==> src/verilog/wdt_pkg.sv <==
/*
 * Constants of the watchdog timer: register offsets, field positions,
 * reset values, feed keys and tick divider counts.
 * Assumes an 8-bit register port and one 100 MHz system clock.
 */
package wdt_pkg;

	// Register offsets on the plain register port.
	localparam logic [3:0] WDT_OFS_CONTROL  = 4'h0;
	localparam logic [3:0] WDT_OFS_AUTOLOAD = 4'h1;
	localparam logic [3:0] WDT_OFS_FEED1    = 4'h2;
	localparam logic [3:0] WDT_OFS_FEED2    = 4'h3;
	localparam logic [3:0] WDT_OFS_TICKSEL  = 4'h4;
	localparam logic [3:0] WDT_OFS_COUNT    = 4'h5;

	// Control register field positions.
	localparam int WDT_POS_TAP_HI  = 7;
	localparam int WDT_POS_TAP_LO  = 5;
	localparam int WDT_POS_RUN     = 2;
	localparam int WDT_POS_TOF     = 1;

	// Widths of the prescaler and main counter.
	localparam int WDT_PRE_W = 13;
	localparam int WDT_CNT_W = 8;

	// Values after external reset.
	localparam logic [2:0] WDT_RST_TAP      = 3'h7;
	localparam logic       WDT_RST_RUN      = 1'b1;
	localparam logic       WDT_RST_TOF      = 1'b0;
	localparam logic [7:0] WDT_RST_AUTOLOAD = 8'h00;
	localparam logic [1:0] WDT_RST_TICKSEL  = 2'h0;

	// Feed keys.
	localparam logic [7:0] WDT_FEED1_KEY = 8'hA5;
	localparam logic [7:0] WDT_FEED2_KEY = 8'h5A;

	// Tick divider terminal counts for oscillator divided by 4, 16 and 64.
	localparam logic [5:0] WDT_TICK_TERM_4  = 6'h03;
	localparam logic [5:0] WDT_TICK_TERM_16 = 6'h0F;
	localparam logic [5:0] WDT_TICK_TERM_64 = 6'h3F;

	// Smallest tap: divisor 32 means the low five prescaler bits.
	localparam int WDT_TAP_BASE = 5;

	typedef struct packed {
		logic [5:0]           tick_cnt;
		logic [1:0]           tick_sel;
		logic [WDT_PRE_W-1:0] prescaler;
		logic [WDT_CNT_W-1:0] counter;
		logic [7:0]           autoload;
		logic [2:0]           tap;
		logic                 run;
		logic                 tof;
		logic [2:0]           pend_tap;
		logic                 pend_run;
		logic                 armed;
		logic                 wdt_reset;
		logic [7:0]           rd_data;
	} wdt_state_s;

endpackage

==> src/verilog/wdt_top.sv <==
/*
 * Watchdog timer: tick divider, 13-bit prescaler, 8-bit main down-counter,
 * autoload register, two-step feed check and pending control register.
 * Assumes a register master that keeps the strobe timing of a plain port
 * and that reports other peripheral register accesses on other_access.
 */
`timescale 1ns/1ps

// What this block does
// - Watchdog runs after external reset; software must switch it off.
// - A 13-bit prescaler feeds an 8-bit main down-counter.
// - Prescaler advances on the shared timer tick, not the oscillator.
// - Main counter decrements once per pulse of the selected upper tap.
// - Tap codes 000 to 111 give divisors 32 up to 4096, doubling.
// - Decrement at zero is an underflow and reloads from autoload.
// - Every autoload clears the prescaler, so any autoload value works.
// - Software writes only the autoload value; a feed moves it inward.
// - Feed is A5 to first feed register then 5A to second, next access.
// - Correct first feed and wrong second feed reset at once.
// - Any other register access between feed writes causes a reset.
// - Control tap and run writes stay pending until a valid feed completes; flag clear is immediate.
// - Reset values give a running watchdog with the longest tap.
// - External reset sets run, autoload 00, clears flag and prescaler.
// - External reset wins over a coincident underflow; flag cleared.
// - Underflow autoloads, sets flag, keeps settings, resets the device.
// - Timeout flag survives watchdog reset and software can clear it.
// - Control holds tap at 7 to 5, run at 2, flag at 1.
// - Timer tick is oscillator over 4, 16 or 64 by a two-bit field.
module wdt_top
	import wdt_pkg::*;
#(
	parameter int ADDR_W = 4
) (
	input  wire logic              clk_sys,
	input  wire logic              rst_b,
	input  wire logic [ADDR_W-1:0] addr,
	input  wire logic [7:0]        wr_data,
	input  wire logic              wr_strobe,
	input  wire logic              rd_strobe,
	input  wire logic              other_access,
	output logic [7:0]             rd_data,
	output logic                   wdt_reset,
	output logic                   timeout_flag
);

	////////////////////////////////////////////////////////////////////////
	// Elaboration checks.

	if (ADDR_W < 3) begin : g_bad_addr
		$error("ADDR_W must be at least 3.");
	end

	////////////////////////////////////////////////////////////////////////
	// Helper functions.

	// Terminal count of the tick divider; the reserved code acts as 64.
	function automatic logic [5:0] tick_term(input logic [1:0] sel);
		logic [5:0] t;
		t = WDT_TICK_TERM_64;
		case (sel)
			2'h0: t = WDT_TICK_TERM_4;
			2'h1: t = WDT_TICK_TERM_16;
			2'h2: t = WDT_TICK_TERM_64;
			default: t = WDT_TICK_TERM_64;
		endcase
		return t;
	endfunction

	// Mask of prescaler bits below the selected tap.
	function automatic logic [WDT_PRE_W-1:0] tap_mask(input logic [2:0] tap);
		logic [WDT_PRE_W-1:0] m;
		m = '0;
		for (int i = 0; i < WDT_PRE_W; i++) begin
			if (i < WDT_TAP_BASE + int'(tap)) begin
				m[i] = 1'b1;
			end
		end
		return m;
	endfunction

	// Register offset compare with address and offset both widened to ADDR_W+4 bits.
	function automatic logic hit(input logic [ADDR_W-1:0] a,
		input logic [3:0] ofs);
		logic [ADDR_W+3:0] wa;
		logic [ADDR_W+3:0] wo;
		wa = {4'h0, a};
		wo = {{ADDR_W{1'b0}}, ofs};
		return wa == wo;
	endfunction

	// Decrement pulse: the prescaler bits below the tap are all ones.
	function automatic logic dec_due(input logic [WDT_PRE_W-1:0] pre,
		input logic [2:0] tap);
		logic [WDT_PRE_W-1:0] m;
		m = tap_mask(tap);
		return (pre & m) == m;
	endfunction

	// Write data carrying the expected feed key.
	function automatic logic key_match(input logic [7:0] d,
		input logic [7:0] key);
		return d == key;
	endfunction

	// Read image of the control register.
	function automatic logic [7:0] ctrl_image(input logic [2:0] tap,
		input logic run, input logic tof);
		logic [7:0] img;
		img = 8'h00;
		img[WDT_POS_TAP_HI:WDT_POS_TAP_LO] = tap;
		img[WDT_POS_RUN] = run;
		img[WDT_POS_TOF] = tof;
		return img;
	endfunction

	// True when every register offset is distinct and fits the address.
	function automatic logic map_ok();
		logic [3:0] ofs [6];
		logic       ok;
		ofs[0] = WDT_OFS_CONTROL;
		ofs[1] = WDT_OFS_AUTOLOAD;
		ofs[2] = WDT_OFS_FEED1;
		ofs[3] = WDT_OFS_FEED2;
		ofs[4] = WDT_OFS_TICKSEL;
		ofs[5] = WDT_OFS_COUNT;
		ok = 1'b1;
		for (int i = 0; i < 6; i++) begin
			if (int'(ofs[i]) >= (1 << ADDR_W)) begin
				ok = 1'b0;
			end
			for (int j = i + 1; j < 6; j++) begin
				if (ofs[i] == ofs[j]) begin
					ok = 1'b0;
				end
			end
		end
		return ok;
	endfunction

	////////////////////////////////////////////////////////////////////////
	// Elaboration checks on the register map, the counter chain, the feed keys and the reset values.

	if (!map_ok()) begin : g_bad_map
		$error("Register offsets must be distinct and fit ADDR_W.");
	end

	if (ADDR_W > 8) begin : g_wide_addr
		$error("ADDR_W must be at most 8.");
	end

	if (WDT_PRE_W < WDT_TAP_BASE + 7) begin : g_bad_pre
		$error("Prescaler too narrow for eight taps.");
	end

	if (WDT_CNT_W != 8) begin : g_bad_cnt
		$error("Main counter must be eight bits wide.");
	end

	if (WDT_TAP_BASE < 1) begin : g_bad_base
		$error("Tap base must be at least one.");
	end

	if (WDT_TICK_TERM_4 >= WDT_TICK_TERM_16) begin : g_bad_term16
		$error("Tick terminal counts must rise with the divisor.");
	end

	if (WDT_TICK_TERM_16 >= WDT_TICK_TERM_64) begin : g_bad_term64
		$error("Tick terminal counts must rise with the divisor.");
	end

	if (WDT_POS_TAP_HI - WDT_POS_TAP_LO != 2) begin : g_bad_tapf
		$error("Tap field must be three bits wide.");
	end

	if (WDT_POS_RUN == WDT_POS_TOF) begin : g_bad_flags
		$error("Run bit and timeout flag must differ in position.");
	end

	if (WDT_FEED1_KEY == WDT_FEED2_KEY) begin : g_bad_keys
		$error("The two feed keys must differ.");
	end

	if (WDT_RST_TAP != 3'h7) begin : g_bad_rtap
		$error("Reset tap must select the largest divisor.");
	end

	if (WDT_RST_RUN != 1'b1) begin : g_bad_rrun
		$error("The watchdog must run after reset.");
	end

	if (WDT_RST_AUTOLOAD != 8'h00) begin : g_bad_rload
		$error("Reset autoload value must be zero.");
	end

	////////////////////////////////////////////////////////////////////////
	// Reset release through two flip-flops.

	logic rst_meta_b;
	logic rst_sync_b;

	always_ff @(posedge clk_sys or negedge rst_b) begin
		if (!rst_b) begin
			rst_meta_b <= 1'b0;
			rst_sync_b <= 1'b0;
		end else begin
			rst_meta_b <= 1'b1;
			rst_sync_b <= rst_meta_b;
		end
	end

	////////////////////////////////////////////////////////////////////////
	// Next state.

	wdt_state_s s;
	wdt_state_s next_s;

	logic tick;
	logic dec;
	logic underflow;
	logic access;
	logic feed_ok;
	logic feed_bad;
	logic wd_reset;
	logic own_wr;
	logic sel_ctrl;
	logic sel_auto;
	logic sel_feed1;
	logic sel_feed2;
	logic sel_tick;

	always_comb begin
		next_s = s;
		next_s.wdt_reset = 1'b0;
		next_s.rd_data = 8'h00;

		// Timer tick from the oscillator.
		tick = (s.tick_cnt >= tick_term(s.tick_sel));
		next_s.tick_cnt = tick ? 6'h00 : s.tick_cnt + 6'h01;

		// Prescaler and main counter advance only while running.
		dec = 1'b0;
		if (s.run && tick) begin
			next_s.prescaler = s.prescaler + 13'h0001;
			dec = dec_due(s.prescaler, s.tap);
		end
		underflow = dec && (s.counter == 8'h00);
		if (dec) begin
			next_s.counter = s.counter - 8'h01;
		end

		// Register decode shared by the feed check and the writes.
		own_wr    = wr_strobe && !other_access;
		sel_ctrl  = hit(addr, WDT_OFS_CONTROL);
		sel_auto  = hit(addr, WDT_OFS_AUTOLOAD);
		sel_feed1 = hit(addr, WDT_OFS_FEED1);
		sel_feed2 = hit(addr, WDT_OFS_FEED2);
		sel_tick  = hit(addr, WDT_OFS_TICKSEL);

		// Feed check on every register access.
		access = wr_strobe || rd_strobe || other_access;
		feed_ok = s.armed && own_wr && sel_feed2
			&& key_match(wr_data, WDT_FEED2_KEY);
		feed_bad = s.armed && access && !feed_ok;
		if (access) begin
			next_s.armed = !s.armed && own_wr && sel_feed1
				&& key_match(wr_data, WDT_FEED1_KEY);
		end

		// Register writes; the counter has no write path.
		if (own_wr) begin
			if (sel_ctrl) begin
				next_s.pend_tap = wr_data[WDT_POS_TAP_HI:WDT_POS_TAP_LO];
				next_s.pend_run = wr_data[WDT_POS_RUN];
				if (!wr_data[WDT_POS_TOF]) begin
					next_s.tof = 1'b0;
				end
			end
			if (sel_auto) begin
				next_s.autoload = wr_data;
			end
			if (sel_tick) begin
				next_s.tick_sel = wr_data[1:0];
			end
		end

		// A valid feed applies the pending control and autoloads.
		if (feed_ok) begin
			next_s.tap = s.pend_tap;
			next_s.run = s.pend_run;
		end

		// Underflow or a broken feed is a watchdog reset; settings stay.
		wd_reset = underflow || feed_bad;
		if (wd_reset) begin
			next_s.tof = 1'b1;
			next_s.wdt_reset = 1'b1;
			next_s.armed = 1'b0;
		end
		if (feed_ok || wd_reset) begin
			next_s.counter = s.autoload;
			next_s.prescaler = '0;
		end

		// Read data appear in the cycle after the strobe.
		if (rd_strobe) begin
			if (hit(addr, WDT_OFS_CONTROL)) begin
				next_s.rd_data = ctrl_image(s.tap, s.run, s.tof);
			end
			if (hit(addr, WDT_OFS_AUTOLOAD)) begin
				next_s.rd_data = s.autoload;
			end
			if (hit(addr, WDT_OFS_TICKSEL)) begin
				next_s.rd_data[1:0] = s.tick_sel;
			end
			if (hit(addr, WDT_OFS_COUNT)) begin
				next_s.rd_data = s.counter;
			end
		end
	end

	////////////////////////////////////////////////////////////////////////
	// State register; external reset wins over any underflow.

	always_ff @(posedge clk_sys or negedge rst_sync_b) begin
		if (!rst_sync_b) begin
			s.tick_cnt  <= 6'h00;
			s.tick_sel  <= WDT_RST_TICKSEL;
			s.prescaler <= '0;
			s.counter   <= WDT_RST_AUTOLOAD;
			s.autoload  <= WDT_RST_AUTOLOAD;
			s.tap       <= WDT_RST_TAP;
			s.run       <= WDT_RST_RUN;
			s.tof       <= WDT_RST_TOF;
			s.pend_tap  <= WDT_RST_TAP;
			s.pend_run  <= WDT_RST_RUN;
			s.armed     <= 1'b0;
			s.wdt_reset <= 1'b0;
			s.rd_data   <= 8'h00;
		end else begin
			s <= next_s;
		end
	end

	assign rd_data      = s.rd_data;
	assign wdt_reset    = s.wdt_reset;
	assign timeout_flag = s.tof;

endmodule // wdt_top

==> config.mk <==
export PLATFORM = sky130hd
export DESIGN_NAME = wdt_top
export DESIGN_NICKNAME = d
export VERILOG_FILES = /design/src/verilog/wdt_pkg.sv /design/src/verilog/wdt_top.sv
export SDC_FILE = /design/constraint.sdc
export NUM_CORES = 1
export LEC_CHECK = 0
export ABC_AREA = 1
export BUFFER_PORTS_ARGS = -buffer_cell sky130_fd_sc_hd__buf_2
export CAP_MARGIN = 20
export CELL_PAD_IN_SITES_DETAIL_PLACEMENT = 1
export CELL_PAD_IN_SITES_GLOBAL_PLACEMENT = 1
export CORE_MARGIN = 2
export CORE_UTILIZATION = 30
export CTS_BUF_LIST = sky130_fd_sc_hd__clkbuf_4
export DETAILED_ROUTE_END_ITERATION = 10
export PLACE_DENSITY = 0.54
export SYNTH_ARGS = -nofsm -noshare
export SYNTH_HDL_FRONTEND = slang
export SYNTH_SLANG_ARGS = --single-unit
==> constraint.sdc <==
create_clock -name clk_sys -period 2.4 [get_ports clk_sys]
set_input_delay 0.24 -clock clk_sys [delete_from_list [all_inputs] [get_ports clk_sys]]
set_output_delay 0.24 -clock clk_sys [all_outputs]
set_load 0.01 [all_outputs]
==> reports/metrics.yaml <==
timing:
  slew_viol_final: 0
  setup_viol: 0
  min_period_ns: 2.20
  hold_viol: 0
  finalCritPeriodShare: 0.916
  timing.hold.ws_ns: 0.0819
  fmaxAchievable_mhz: 455
  clock_skew_ns: 0.0144
synth:
  syn_nets: 426
  synth_edf_count: 0
  ys_types: 36
  syn_area_per_cell_um2: 7.97
  ys.flop_type: "dfrtp_1"
  synth_area_um2: 3190
  synthArstFlopShare: 1.00
  synth_warnings: 0
  syn_inst: 400
  ys_seq_area_frac: 0.459
  ys_ff_latch: 58
global_route:
  grt_pass1_wl_um: 14000
  grt_start_max_net_pins: 25
  grt_use_total: 0.162
  globalRouteOverflowTotal: 0
  grt_pass1_vias: 2758
  antenna_found_initial: 0
floorplanning:
  initial_core_util: 0.309
  io_pins: 27
  die-area_um2: 11500
  die_x_um: 107
  num_rows: 37
  die_y_um: 107
  core_area_um2: 10300
finish:
  finalNonFillerCells: 572
  fin_util: 0.349
  drive_above_1_share: 0.167
  nFillCells: 1270
  final_cell_mix: "98 x nand2_1, 59 x inv_1, 49 x nor2_1, 49 x dfrtp_1, 30 x o21ai_0"
  fin_nets: 457
  n_antenna_cell: 0
  area_delta_synth_final_pct: 13.0
  final_common_cell: "nand2_1"
clock_tree:
  cts-htree-levels: 3
  post_cts_buffers: 0
  cts_tree: "done"
  cts.sinks: 58
  numCtsBuffers: 9
  cts_root_buf: "clkbuf_4"
  clkTransAtPathRegs_ns: 0.10
  clk_latency_ns: 0.43
  cts_max_path_buffers: 2
drt:
  firstDrtPassIters: 4
  drt_drc_violations_left: 0
  postRouteAntennaNets: 0
  viasPerCell: 4.62
  wl_um: 8390
  vias: 2642
  drtIter0Drc: 52
  routedWlPerCell_um: 14.7
placed_design:
  hpwl_um: 6380
  dp.cells: 555
  port_buffers: 26
  place_congestion: 0.780
worst_setup_path:
  cp_max_fo: 9
  slowest_delay_ns: 0.38
  cp_slowest_cell: "dfrtp_1"
  end_kind: "flop"
  path_cells: "inv_1, ha_1, nand2_1, nor2_1, nor2_4, nor2_4, buf_4, nand4_1, nor2_1, xor2_1, nor2_1"
  critPathKind: "reg2reg"
  arrival_ns: 2.52
  worstRegToRegCells: 11
  worst_ep_required_time_ns: 2.73
  worst_path_most_repeated_cell: "nor2_1"
  critPathLaunchType: "flop"
power:
  peakVddDrop_uv: 276
  power.leakage_nw: 1.83
  power.density_nw_per_um2: 725
  power_mw: 2.61
job:
  maxCapViolations: 0
min_path:
  hold_path_depth: 3
  hold_class: "in2reg"
run_status:
  status: "completed"
-- report_power, final --
group	switching [mW]	internal, mW	leakage (nW)
registers	0.135	1.13	0.707
clock network	0.387	0.345	0.0764
logic	0.384	0.234	1.05
-- path summary, 6_finish.rpt --
kind | startpoint | to | slack, ns
hold reg to reg | rst_sync_b$_DFF_PN0_ | s[51]$_DFF_PN0_ | 0.14
setup reg to reg | s[49]$_DFFE_PN0P_ | s[47]$_DFFE_PN0P_ | 0.20
setup / recovery | s[49]$_DFFE_PN0P_ | s[47]$_DFFE_PN0P_ | 0.20
max in group asynchronous | rst_sync_b$_DFF_PN0_ | s[11]$_DFFE_PN1P_ | 1.61
min in group asynchronous | rst_b | rst_sync_b$_DFF_PN0_ | 0.11
hold / removal | rd_strobe | rd_data[0]$_DFF_PN0_ | 0.08
-- sequential cells by signal, indices dropped and copies added, names as in the netlist --
signal        flops
wdt_reset         1
s                46
rd_data           8
timeout_flag      1
rst_meta_b        1
rst_sync_b        1
-- area by class of cell --
type                    instances  area, µm²  area share
well taps                     136        170      0.0473
flip-flops and latches         58       1460       0.406
repair buffers                 32        190      0.0528
multi-input cells             271       1420       0.395
clock inverters                 4       42.5      0.0118
inverters                      59        221      0.0615
clock buffers                  12       90.1      0.0250
-- stage by stage --
step / worst slack [ns] / instance area (µm²) / TNS, ns
final: 0.201 / 3600 / 0
after global routing: -0.0163 / 3600 / -0.0170
after CTS: 0.0732 / 3590 / 0
after detailed placement: 0.113 / 3440 / 0
after global placement: 0.0910 / 3440 / 0
after floorplan: 0.520 / 3190 / 0
-- Yosys cell counts (2+ instances only) --
cell / count / share of area
o22ai_1: 2 / 0.0039
a221oi_1: 3 / 0.0082
buf_6: 2 / 0.0071
or2_2: 3 / 0.0059
o21ai_0: 30 / 0.047
dfrtp_1: 50 / 0.39
xnor2_1: 2 / 0.0055
nand3_2: 3 / 0.0094
nor2_1: 49 / 0.058
xor2_1: 7 / 0.019
nor3_1: 7 / 0.011
nor3b_2: 3 / 0.012
nand2_1: 98 / 0.12
buf_4: 9 / 0.021
a21oi_1: 15 / 0.024
ha_1: 9 / 0.035
dfstp_2: 8 / 0.066
nor4_1: 4 / 0.0079
nor2_2: 3 / 0.0059
nand3_1: 10 / 0.016
nor2_4: 2 / 0.0071
inv_1: 59 / 0.069
o21a_1: 2 / 0.0047
nand4_1: 8 / 0.016
-- logic make-up after synthesis --
group | share of synthesized area
AND/OR/NAND/NOR | 0.282
buffers and inverters | 0.0989
flip-flops | 0.459
AO/OA/AOI/OAI | 0.0997
XOR/XNOR | 0.0247
adder cells (fa/ha/maj) | 0.0353
other | 0.00118
-- critical path, delay by kind of cell (launching register included) --
kind / cells / cell delay [ns]
adders and majority gates: 1 / 0.30
xor gates and xnor gates: 1 / 0.17
DFF: 1 / 0.38
buffers and inverters: 2 / 0.29
and+or+nand+nor: 7 / 0.97
-- layer usage --
layer | GRT usage | routed length [µm] | vias to the layer above
met1 | 0.224 | 4240 | 1243
met4 | 0.0835 | 242 | 0
li1 | - | - | 1328
met3 | 0.0274 | 297 | 15
met2 | 0.241 | 3620 | 56
met5 | 0 | 0 | -
-- repair_timing --
action | in CTS | in global routing
hold buffers | 1 | 0
setup endpoints to repair | 0 | 7
resized for setup | 0 | 2
endpoints found under the hold margin | 2 | 0
Note: power is estimated with default switching activity, not from simulation.
